**src/rtl/pwtc_consts.vh**
```
// Register map, field positions and reset values of the wakeup tick counter
`ifndef PWTC_CONSTS_VH
`define PWTC_CONSTS_VH

// Register offsets on the plain register port
`define PWTC_OFS_STATUS_CONTROL 2'h0
`define PWTC_OFS_TICK_COUNT     2'h1
`define PWTC_OFS_MATCH_LIMIT    2'h2

// Field positions in the status/control register
`define PWTC_FLAG_BIT           7
`define PWTC_SRC_HI             6
`define PWTC_SRC_LO             5
`define PWTC_IRQEN_BIT          4
`define PWTC_DIV_HI             3
`define PWTC_DIV_LO             0

// Source select encodings
`define PWTC_SRC_LPO            2'h0
`define PWTC_SRC_EXT            2'h1

// Reset values
`define PWTC_RST_SRC            2'h0
`define PWTC_RST_DIV            4'h0
`define PWTC_RST_LIMIT          8'h00
`define PWTC_RST_COUNT          8'h00
`define PWTC_RST_PRESC          18'h00000

// Divider select value that turns the prescaler off
`define PWTC_DIV_OFF            4'h0

// Prescaler terminal counts (ratio minus one), source low bit 0
`define PWTC_TC_LO_1            18'h00007
`define PWTC_TC_LO_2            18'h0001f
`define PWTC_TC_LO_3            18'h0003f
`define PWTC_TC_LO_4            18'h0007f
`define PWTC_TC_LO_5            18'h000ff
`define PWTC_TC_LO_6            18'h001ff
`define PWTC_TC_LO_7            18'h003ff
`define PWTC_TC_LO_8            18'h00000
`define PWTC_TC_LO_9            18'h00001
`define PWTC_TC_LO_A            18'h00003
`define PWTC_TC_LO_B            18'h00009
`define PWTC_TC_LO_C            18'h0000f
`define PWTC_TC_LO_D            18'h00063
`define PWTC_TC_LO_E            18'h001f3
`define PWTC_TC_LO_F            18'h003e7

// Prescaler terminal counts (ratio minus one), source low bit 1
`define PWTC_TC_HI_1            18'h003ff
`define PWTC_TC_HI_2            18'h007ff
`define PWTC_TC_HI_3            18'h00fff
`define PWTC_TC_HI_4            18'h01fff
`define PWTC_TC_HI_5            18'h03fff
`define PWTC_TC_HI_6            18'h07fff
`define PWTC_TC_HI_7            18'h0ffff
`define PWTC_TC_HI_8            18'h003e7
`define PWTC_TC_HI_9            18'h007cf
`define PWTC_TC_HI_A            18'h01387
`define PWTC_TC_HI_B            18'h0270f
`define PWTC_TC_HI_C            18'h04e1f
`define PWTC_TC_HI_D            18'h0c34f
`define PWTC_TC_HI_E            18'h1869f
`define PWTC_TC_HI_F            18'h30d3f

`endif

```
**src/rtl/pwtc_periodic_wakeup_tick_counter.v**
```verilog
// Periodic wakeup tick counter with prescaler, match limit and flag
`timescale 1ns/1ps
`include "pwtc_consts.vh"

// What this block does
// - 8-bit up-counter compared against 8-bit match limit
// - Match raises periodic interrupt, software enable
// - Keeps counting in wait mode, can wake
// - Keeps counting in light stop, in deep stop on the oscillator only, wakes
// - Oscillator in both stops, references light only
// - No clock source, no wakeup
// - Debug freezes counting, resume from held value
// - Flag bit 7, write one clears, reset clears
// - Source select bits 6-5, reset to 00
// - New source value clears prescaler and counter
// - Enable bit 4 gates request, reset clears
// - Divider bits 3-0, new value clears counters
// - Low bit 0 divide table, zero is off
// - Low bit 1 divide table, zero is off
// - Three registers, no off-chip pins
// - Increment per prescaler period, wrap on match
// - Limit zero flags every prescaler output
// - Limit write clears counters, resets to zero
// - Count register read-only, writes ignored
module pwtc_periodic_wakeup_tick_counter (
    input  wire       core_clk,
    input  wire       rst_n,
    input  wire [1:0] regAddr,
    input  wire [7:0] regWrData,
    input  wire       regWr,
    input  wire       regRd,
    output reg  [7:0] regRdData,
    input  wire       lowPowerOscClock,
    input  wire       externalRefClock,
    input  wire       internalRefClock,
    input  wire       deepStopMode,
    input  wire       debugActive,
    output wire       matchIrq,
    output wire       wakeupReq
);

    // Configuration and counting state
    reg  [1:0]  srcSel_q;
    reg  [3:0]  divSel_q;
    reg         irqEn_q;
    reg         flag_q;
    reg  [7:0]  limit_q;
    reg  [7:0]  count_q;
    reg  [17:0] presc_q;
    // Combinational selections
    reg  [7:0]  rdData_d;
    reg         srcRise;
    // Source edges, decode and counting strobes
    wire [2:0]  srcLevel;
    wire [2:0]  srcRiseAll;
    wire        srcAvail;
    wire        srcEdge;
    wire        prescOn;
    wire        prescTick;
    wire        wrStatus;
    wire        wrLimit;
    wire        srcChange;
    wire        divChange;
    wire        cfgChange;
    wire        clrCounters;
    wire        matchHit;
    wire        flagSet;
    wire        flagClr;
    wire [17:0] prescLimit;

    // Last prescaler count (ratio minus one) for a divider setting
    // Zero selects nothing here; the off case is gated by prescOn
    function [17:0] divLimit;
        input       lowBit;
        input [3:0] sel;
        begin
            divLimit = 18'h00000;
            if (!lowBit) begin
                case (sel)
                    // Binary steps
                    4'h1: begin
                        divLimit = `PWTC_TC_LO_1; // Divide by 8
                    end
                    4'h2: begin
                        divLimit = `PWTC_TC_LO_2; // Divide by 32
                    end
                    4'h3: begin
                        divLimit = `PWTC_TC_LO_3; // Divide by 64
                    end
                    4'h4: begin
                        divLimit = `PWTC_TC_LO_4; // Divide by 128
                    end
                    4'h5: begin
                        divLimit = `PWTC_TC_LO_5; // Divide by 256
                    end
                    4'h6: begin
                        divLimit = `PWTC_TC_LO_6; // Divide by 512
                    end
                    4'h7: begin
                        divLimit = `PWTC_TC_LO_7; // Divide by 1024
                    end
                    // Decimal steps
                    4'h8: begin
                        divLimit = `PWTC_TC_LO_8; // Divide by 1
                    end
                    4'h9: begin
                        divLimit = `PWTC_TC_LO_9; // Divide by 2
                    end
                    4'ha: begin
                        divLimit = `PWTC_TC_LO_A; // Divide by 4
                    end
                    4'hb: begin
                        divLimit = `PWTC_TC_LO_B; // Divide by 10
                    end
                    4'hc: begin
                        divLimit = `PWTC_TC_LO_C; // Divide by 16
                    end
                    4'hd: begin
                        divLimit = `PWTC_TC_LO_D; // Divide by 100
                    end
                    4'he: begin
                        divLimit = `PWTC_TC_LO_E; // Divide by 500
                    end
                    4'hf: begin
                        divLimit = `PWTC_TC_LO_F; // Divide by 1000
                    end
                    default: begin
                        divLimit = 18'h00000;
                    end
                endcase
            end else begin
                case (sel)
                    // Binary steps
                    4'h1: begin
                        divLimit = `PWTC_TC_HI_1; // Divide by 1024
                    end
                    4'h2: begin
                        divLimit = `PWTC_TC_HI_2; // Divide by 2048
                    end
                    4'h3: begin
                        divLimit = `PWTC_TC_HI_3; // Divide by 4096
                    end
                    4'h4: begin
                        divLimit = `PWTC_TC_HI_4; // Divide by 8192
                    end
                    4'h5: begin
                        divLimit = `PWTC_TC_HI_5; // Divide by 16384
                    end
                    4'h6: begin
                        divLimit = `PWTC_TC_HI_6; // Divide by 32768
                    end
                    4'h7: begin
                        divLimit = `PWTC_TC_HI_7; // Divide by 65536
                    end
                    // Decimal steps
                    4'h8: begin
                        divLimit = `PWTC_TC_HI_8; // Divide by 1000
                    end
                    4'h9: begin
                        divLimit = `PWTC_TC_HI_9; // Divide by 2000
                    end
                    4'ha: begin
                        divLimit = `PWTC_TC_HI_A; // Divide by 5000
                    end
                    4'hb: begin
                        divLimit = `PWTC_TC_HI_B; // Divide by 10000
                    end
                    4'hc: begin
                        divLimit = `PWTC_TC_HI_C; // Divide by 20000
                    end
                    4'hd: begin
                        divLimit = `PWTC_TC_HI_D; // Divide by 50000
                    end
                    4'he: begin
                        divLimit = `PWTC_TC_HI_E; // Divide by 100000
                    end
                    4'hf: begin
                        divLimit = `PWTC_TC_HI_F; // Divide by 200000
                    end
                    default: begin
                        divLimit = 18'h00000;
                    end
                endcase
            end
        end
    endfunction

    // Per-source edge history, so a source switch sees no stale level
    assign srcLevel = {internalRefClock, externalRefClock, lowPowerOscClock};
    genvar s;
    generate
        for (s = 0; s < 3; s = s + 1) begin : gSrcEdge
            reg prev_q;
            // Sampled level of this source; idle level is low
            always @(posedge core_clk) begin
                if (!rst_n) begin
                    prev_q <= 1'b0;
                end else begin
                    prev_q <= srcLevel[s];
                end
            end
            assign srcRiseAll[s] = srcLevel[s] & ~prev_q;
        end
    endgenerate

    // Source mux on the select field; 1x both pick the internal clock
    always @* begin
        srcRise = 1'b0;
        case (srcSel_q)
            `PWTC_SRC_LPO: begin
                srcRise = srcRiseAll[0];
            end
            `PWTC_SRC_EXT: begin
                srcRise = srcRiseAll[1];
            end
            default: begin
                srcRise = srcRiseAll[2];
            end
        endcase
    end

    // References vanish in deep stop, the oscillator stays
    assign srcAvail = (srcSel_q == `PWTC_SRC_LPO) | ~deepStopMode;

    // Counting edge, frozen while debug is active
    assign srcEdge  = srcRise & srcAvail & ~debugActive;

    // Bus decode; a changed source or divider field, or any limit write, clears the counters
    assign wrStatus    = regWr & (regAddr == `PWTC_OFS_STATUS_CONTROL);
    assign wrLimit     = regWr & (regAddr == `PWTC_OFS_MATCH_LIMIT);
    assign srcChange   = regWrData[`PWTC_SRC_HI:`PWTC_SRC_LO] != srcSel_q;
    assign divChange   = regWrData[`PWTC_DIV_HI:`PWTC_DIV_LO] != divSel_q;
    assign cfgChange   = wrStatus & (srcChange | divChange);
    assign clrCounters = cfgChange | wrLimit;

    // Prescaler output pulse; none while divider is off
    assign prescOn    = divSel_q != `PWTC_DIV_OFF;
    assign prescLimit = divLimit(srcSel_q[0], divSel_q);
    assign prescTick  = srcEdge & prescOn & (presc_q == prescLimit);
    assign matchHit   = prescTick & (count_q == limit_q);

    // Flag events; a match in a counter-clearing cycle is dropped
    // because the count it belongs to is being thrown away
    assign flagSet = matchHit & ~clrCounters;
    assign flagClr = wrStatus & regWrData[`PWTC_FLAG_BIT];

    // Request while flag and enable are set; wakes from wait and stops
    assign matchIrq  = flag_q & irqEn_q;
    assign wakeupReq = matchIrq;

    // Control fields: source select, divider and enable
    always @(posedge core_clk) begin
        if (!rst_n) begin
            srcSel_q <= `PWTC_RST_SRC;
            divSel_q <= `PWTC_RST_DIV;
            irqEn_q  <= 1'b0;
        end else begin
            if (wrStatus) begin
                srcSel_q <= regWrData[`PWTC_SRC_HI:`PWTC_SRC_LO];
                divSel_q <= regWrData[`PWTC_DIV_HI:`PWTC_DIV_LO];
                irqEn_q  <= regWrData[`PWTC_IRQEN_BIT];
            end
        end
    end

    // Match limit; any write also clears the counters
    always @(posedge core_clk) begin
        if (!rst_n) begin
            limit_q <= `PWTC_RST_LIMIT;
        end else if (wrLimit) begin
            limit_q <= regWrData;
        end
    end

    // Match flag: set wins over a clear in the same cycle
    always @(posedge core_clk) begin
        if (!rst_n) begin
            flag_q <= 1'b0;
        end else if (flagSet) begin
            flag_q <= 1'b1;
        end else if (flagClr) begin
            flag_q <= 1'b0;
        end
    end

    // Prescaler and tick counter
    always @(posedge core_clk) begin
        if (!rst_n) begin
            presc_q <= `PWTC_RST_PRESC;
            count_q <= `PWTC_RST_COUNT;
        end else if (clrCounters) begin
            presc_q <= `PWTC_RST_PRESC;
            count_q <= `PWTC_RST_COUNT;
        end else if (srcEdge && prescOn) begin
            if (prescTick) begin
                presc_q <= `PWTC_RST_PRESC;
                if (matchHit) begin
                    count_q <= `PWTC_RST_COUNT;
                end else begin
                    count_q <= count_q + 8'h01;
                end
            end else begin
                presc_q <= presc_q + 18'h00001;
            end
        end
    end

    // Read mux; the unmapped offset reads zero
    always @* begin
        rdData_d = 8'h00;
        case (regAddr)
            `PWTC_OFS_STATUS_CONTROL: begin
                rdData_d = {flag_q, srcSel_q, irqEn_q, divSel_q};
            end
            `PWTC_OFS_TICK_COUNT: begin
                rdData_d = count_q;
            end
            `PWTC_OFS_MATCH_LIMIT: begin
                rdData_d = limit_q;
            end
            default: begin
                rdData_d = 8'h00;
            end
        endcase
    end

    // Read data one cycle after the strobe, zero otherwise
    always @(posedge core_clk) begin
        if (!rst_n) begin
            regRdData <= 8'h00;
        end else if (regRd) begin
            regRdData <= rdData_d;
        end else begin
            regRdData <= 8'h00;
        end
    end

endmodule

```
**config.mk**
```make
export PLATFORM = sky130hd
export DESIGN_NAME = pwtc_periodic_wakeup_tick_counter
export DESIGN_NICKNAME = d
export VERILOG_FILES = /design/src/rtl/pwtc_periodic_wakeup_tick_counter.v
export VERILOG_INCLUDE_DIRS = /design/src /design/src/rtl
export SDC_FILE = /design/constraint.sdc
export NUM_CORES = 1
export LEC_CHECK = 0
export ABC_CLOCK_PERIOD_IN_PS = 2700
export BUFFER_PORTS_ARGS = -buffer_cell sky130_fd_sc_hd__clkbuf_2
export CAP_MARGIN = 10
export CORE_ASPECT_RATIO = 1.2
export CORE_MARGIN = 2
export CORE_UTILIZATION = 40
export DETAILED_ROUTE_END_ITERATION = 8
export SYNTH_ARGS = -nofsm -noshare
export SYNTH_HDL_FRONTEND = slang
export SYNTH_SLANG_ARGS = --single-unit
```
**constraint.sdc**
```tcl
create_clock -name core_clk -period 2.7 [get_ports core_clk]
set_input_delay 0.135 -clock core_clk [delete_from_list [all_inputs] [get_ports core_clk]]
set_output_delay 0.135 -clock core_clk [all_outputs]
set_load 0.02 [all_outputs]
```
==> metrics.txt <==
# TYPE chip_impl_metric gauge
chip_impl_metric{name="core_area",unit="µm²"} 9470
chip_impl_metric{name="tns",unit="ps"} 0
chip_impl_metric{name="synth_edf_count",unit=""} 0
chip_impl_info{name="startpoint_type",value="flip-flop"} 1
chip_impl_metric{name="vias",unit=""} 3062
chip_impl_metric{name="design.die.area",unit="µm²"} 10500
chip_impl_metric{name="antenna_found_initial",unit=""} 0
chip_impl_metric{name="fmax",unit="MHz"} 403
chip_impl_metric{name="dpl.hpwl",unit="mm"} 6.46
chip_impl_metric{name="worst_r2r_path_depth",unit=""} 7
chip_impl_metric{name="multiInputGateArea",unit="µm²"} 2110
chip_impl_metric{name="ant_nets",unit=""} 0
chip_impl_metric{name="cts_post_setup_buffers_inserted",unit=""} 0
chip_impl_metric{name="post_route_non_filler_standard_cell_count",unit=""} 600
chip_impl_metric{name="detailedRoute.firstPassIterationCount",unit=""} 4
chip_impl_metric{name="timing.hold.worst_path_depth",unit=""} 2
chip_impl_metric{name="post_synth_instance_area",unit="µm²"} 3870
chip_impl_metric{name="numClockSinks",unit=""} 79
chip_impl_metric{name="die_span_x",unit="µm"} 93.8
chip_impl_metric{name="initial_utilization",unit="%"} 40.9
chip_impl_metric{name="report.final.hold_viol_count",unit=""} 0
chip_impl_metric{name="timing.final.crit_share",unit="%"} 91.8
chip_impl_metric{name="min_period",unit="ps"} 2480
chip_impl_metric{name="synth-adder-area-share",unit="%"} 2.59
chip_impl_metric{name="max-clock-path-buffers",unit=""} 2
chip_impl_metric{name="cts-htree-levels",unit=""} 3
chip_impl_metric{name="layout.cell_area.non_filler",unit="µm²"} 4480
chip_impl_info{name="startpoint_of_the_lowest_slack_hold_path",value="internalRefClock"} 1
chip_impl_metric{name="remaining_design_rule_violation_count",unit=""} 0
chip_impl_metric{name="finalWirelength",unit="mm"} 8.81
chip_impl_metric{name="cts_resized",unit=""} 0
chip_impl_metric{name="cts_made_buffers",unit=""} 9
chip_impl_metric{name="syn-mean-instance-area",unit="µm²"} 8.80
chip_impl_metric{name="antenna_cells_inserted",unit=""} 0
chip_impl_metric{name="io_buffers",unit=""} 28
chip_impl_metric{name="placed_cells",unit=""} 584
chip_impl_metric{name="detail_route.iter0.violations",unit=""} 139
chip_impl_metric{name="timing.critical_path.slowest_cell_delay",unit="ps"} 540
chip_impl_metric{name="sequential_share_of_the_synthesized_area",unit="%"} 40.9
chip_impl_info{name="grt_setup_unrepaired",value="no"} 1
chip_impl_metric{name="area_growth",unit="%"} 15.7
chip_impl_info{name="result_of_the_run",value="finished clean"} 1
chip_impl_metric{name="tightest_slew",unit="ps"} 709
chip_impl_metric{name="synthCells",unit=""} 440
chip_impl_metric{name="normalized_max_slew_margin",unit="%"} 52.7
chip_impl_metric{name="vdd_ir_drop_max",unit="mV"} 0.290
chip_impl_metric{name="routedWlPerCell",unit="µm"} 14.7
chip_impl_metric{name="number_of_synthesized_register_bits",unit=""} 79
chip_impl_metric{name="detail_route.vias_per_cell",unit=""} 5.10
chip_impl_metric{name="finalSetupViolCount",unit=""} 0
chip_impl_metric{name="yosysUniqueCellTypes",unit=""} 45
chip_impl_metric{name="p_total",unit="µW"} 2740
chip_impl_metric{name="synthSimpleGateAreaFrac",unit="%"} 23.8
chip_impl_metric{name="first_global_vias",unit=""} 3010
chip_impl_metric{name="async_reset_ff_share",unit="%"} 0
chip_impl_metric{name="synth_compound_gate_area_share",unit="%"} 10.5
chip_impl_metric{name="worst_ep_arrival_time",unit="ps"} 2700
chip_impl_info{name="yosysMostFrequentCell",value="sky130_fd_sc_hd__dfxtp_1"} 1
chip_impl_metric{name="maximum_number_of_pins_on_one_net_before_global_route_repair",unit=""} 23
chip_impl_info{name="critical_path.endpoint_type",value="flip-flop"} 1
chip_impl_info{name="cts_root_buffer",value="sky130_fd_sc_hd__clkbuf_16"} 1
chip_impl_metric{name="overflow",unit=""} 0
chip_impl_info{name="clock_tree_from_tritoncts",value="yes"} 1
chip_impl_metric{name="timing.clock.skew",unit="ps"} 6.71
chip_impl_metric{name="grt_first_pass_wirelength",unit="mm"} 14.9
chip_impl_metric{name="synthesis.nets",unit=""} 467
chip_impl_info{name="startpoint_to_endpoint_class_of_the_critical_path",value="reg -> reg"} 1
chip_impl_metric{name="die-height",unit="µm"} 112
chip_impl_info{name="worst_setup_path_startpoint",value="srcSel_q[1]"} 1
chip_impl_metric{name="drive_gt1_share",unit="%"} 15.3
chip_impl_info{name="synth_top_family_by_area",value="simple AND/OR/NAND/NOR gates"} 1
chip_impl_info{name="critPathSlowestCell",value="sky130_fd_sc_hd__or4b_4"} 1
chip_impl_metric{name="maxCapViolCount",unit=""} 0
chip_impl_metric{name="number_of_rows_in_the_core_area",unit=""} 39
chip_impl_metric{name="cp_data_required_time",unit="ps"} 2920
chip_impl_info{name="synth_top_cells_by_area",value="sky130_fd_sc_hd__dfxtp_1 (41%), sky130_fd_sc_hd__mux2i_1 (8.0%), sky130_fd_sc_hd__xnor2_1 (6.3%), sky130_fd_sc_hd__nand2_1 (4.6%), sky130_fd_sc_hd__nor2_1 (4.5%)"} 1
chip_impl_metric{name="routabilityCongestion",unit=""} 0.851
chip_impl_metric{name="final_critical_path_setup_slack",unit="ps"} 220
chip_impl_metric{name="post_cts_hold_buffer_count",unit=""} 0
chip_impl_metric{name="ys.warnings.count",unit=""} 0
chip_impl_metric{name="yosys.area_share.xor_xnor",unit="%"} 9.73
chip_impl_info{name="r2r-start",value="srcSel_q[1]"} 1
chip_impl_metric{name="finalMaxSlewViolations",unit=""} 0
chip_impl_info{name="worst_hold_path_type",value="in -> reg"} 1
chip_impl_info{name="synth-main-ff-cell",value="sky130_fd_sc_hd__dfxtp_1"} 1
chip_impl_metric{name="global_route.usage.total",unit="%"} 18.3
chip_impl_metric{name="pre_cts_ws",unit="ps"} 64.4
chip_impl_info{name="sink_of_the_worst_hold_path",value="gSrcEdge[2].prev_q"} 1
chip_impl_metric{name="final-seq-area",unit="µm²"} 1580
chip_impl_metric{name="dpl_cell_area",unit="µm²"} 4150
chip_impl_info{name="r2r_end",value="presc_q[1]"} 1
chip_impl_metric{name="power_per_unit_of_standard_cell_area",unit="nW/µm²"} 611
chip_impl_metric{name="power_leakage",unit="µW"} 0.00181
chip_impl_metric{name="synth_top_area_share",unit="%"} 40.9
chip_impl_metric{name="buffers_inverters_on_critical_path",unit=""} 1
chip_impl_metric{name="cp_max_fo",unit=""} 19
chip_impl_info{name="worstPathCellList",value="nor4bb_1 -> a211oi_1 -> or3_1 -> or4b_4 -> o21ai_4 -> buf_4 -> o21ai_0"} 1
chip_impl_info{name="synth_top_cells_by_count",value="sky130_fd_sc_hd__dfxtp_1 (79), sky130_fd_sc_hd__nand2_1 (47), sky130_fd_sc_hd__nor2_1 (46), sky130_fd_sc_hd__mux2i_1 (31), sky130_fd_sc_hd__xnor2_1 (28)"} 1
chip_impl_metric{name="filler_cells",unit=""} 925
chip_impl_metric{name="clk_latency",unit="ps"} 330
chip_impl_info{name="synth_area_leader_cell",value="sky130_fd_sc_hd__dfxtp_1"} 1
chip_impl_metric{name="clk_transition_reported_paths",unit="ps"} 60
chip_impl_metric{name="mux_cell_area_share_after_synthesis",unit="%"} 8.02
chip_impl_metric{name="reg2reg_slack",unit="ps"} 220
chip_impl_metric{name="boundaryPins",unit=""} 29
chip_impl_metric{name="final_nets",unit=""} 499
chip_impl_info{name="critPathTopFamily",value="simple AND/OR/NAND/NOR gates"} 1
[power breakdown]
group | switching, µW | internal (µW)
Combinational | 126 | 89.6
Clock | 465 | 835
Sequential | 22.1 | 1200
[cells in the final DEF (no fill, tap or decap), drive strengths merged, types with 6 or more instances in the layout]
master  synthesis  layout
o31ai           6       6
clkbuf         16      39
buf             7      16
nor2b          11      11
nand2b          9       9
nor4            8       8
o21ai          13      13
a21oi          22      22
xnor2          28      28
nor2           46      46
xor2           15      15
nand3          17      17
inv            12      12
mux2i          31      31
dfxtp          79      79
nand2          47      47
a31o            8       8
nor3           12      12
and2            8       8
ha              8       8
[worst max-delay path by stage]
stage	endpoint	slack [ps]	depth (start not counted)
6_report	presc_q[1]	220	7
5_1_grt	presc_q[1]	80	8
4_1_cts	presc_q[1]	70	8
3_5_place_dp	presc_q[1]	60	8
3_3_place_gp	presc_q[1]	200	7
2_1_floorplan	presc_q[10]	450	10
[through the flow]
stage / util, % / hold slack (ps)
floorplan: - / 262
global route: 47.3 / 25.3
finish: 47.3 / 23.2
detailed placement: 43.9 / 361
CTS: 47.3 / 10.7
global placement: 43.9 / 356
[metal layers]
metal,vias up,share of wire [%],track usage (%)
met2,49,52,31.3
met4,0,2.0,8.02
met5,-,0,0
met3,11,3.4,3.99
li1,1576,-,-
met1,1426,42,21.8
[final cells by class]
cell class	count	area share [%]
clock buffers	11	5.42
well taps	123	3.44
inverters	12	1.01
multi-input cells	326	47.2
clock inverters	5	1.82
repair buffers	44	5.81
flip-flops and latches	79	35.3
[logic make-up after synthesis]
logic type / after synthesis
AND/OR/NAND/NOR: 182
flip-flops: 79
multiplexers: 31
adder cells (fa/ha/maj): 8
AO/OA/AOI/OAI: 62
buffers and inverters: 35
XOR/XNOR: 43
No activity file was read; power rests on OpenSTA's default activity.
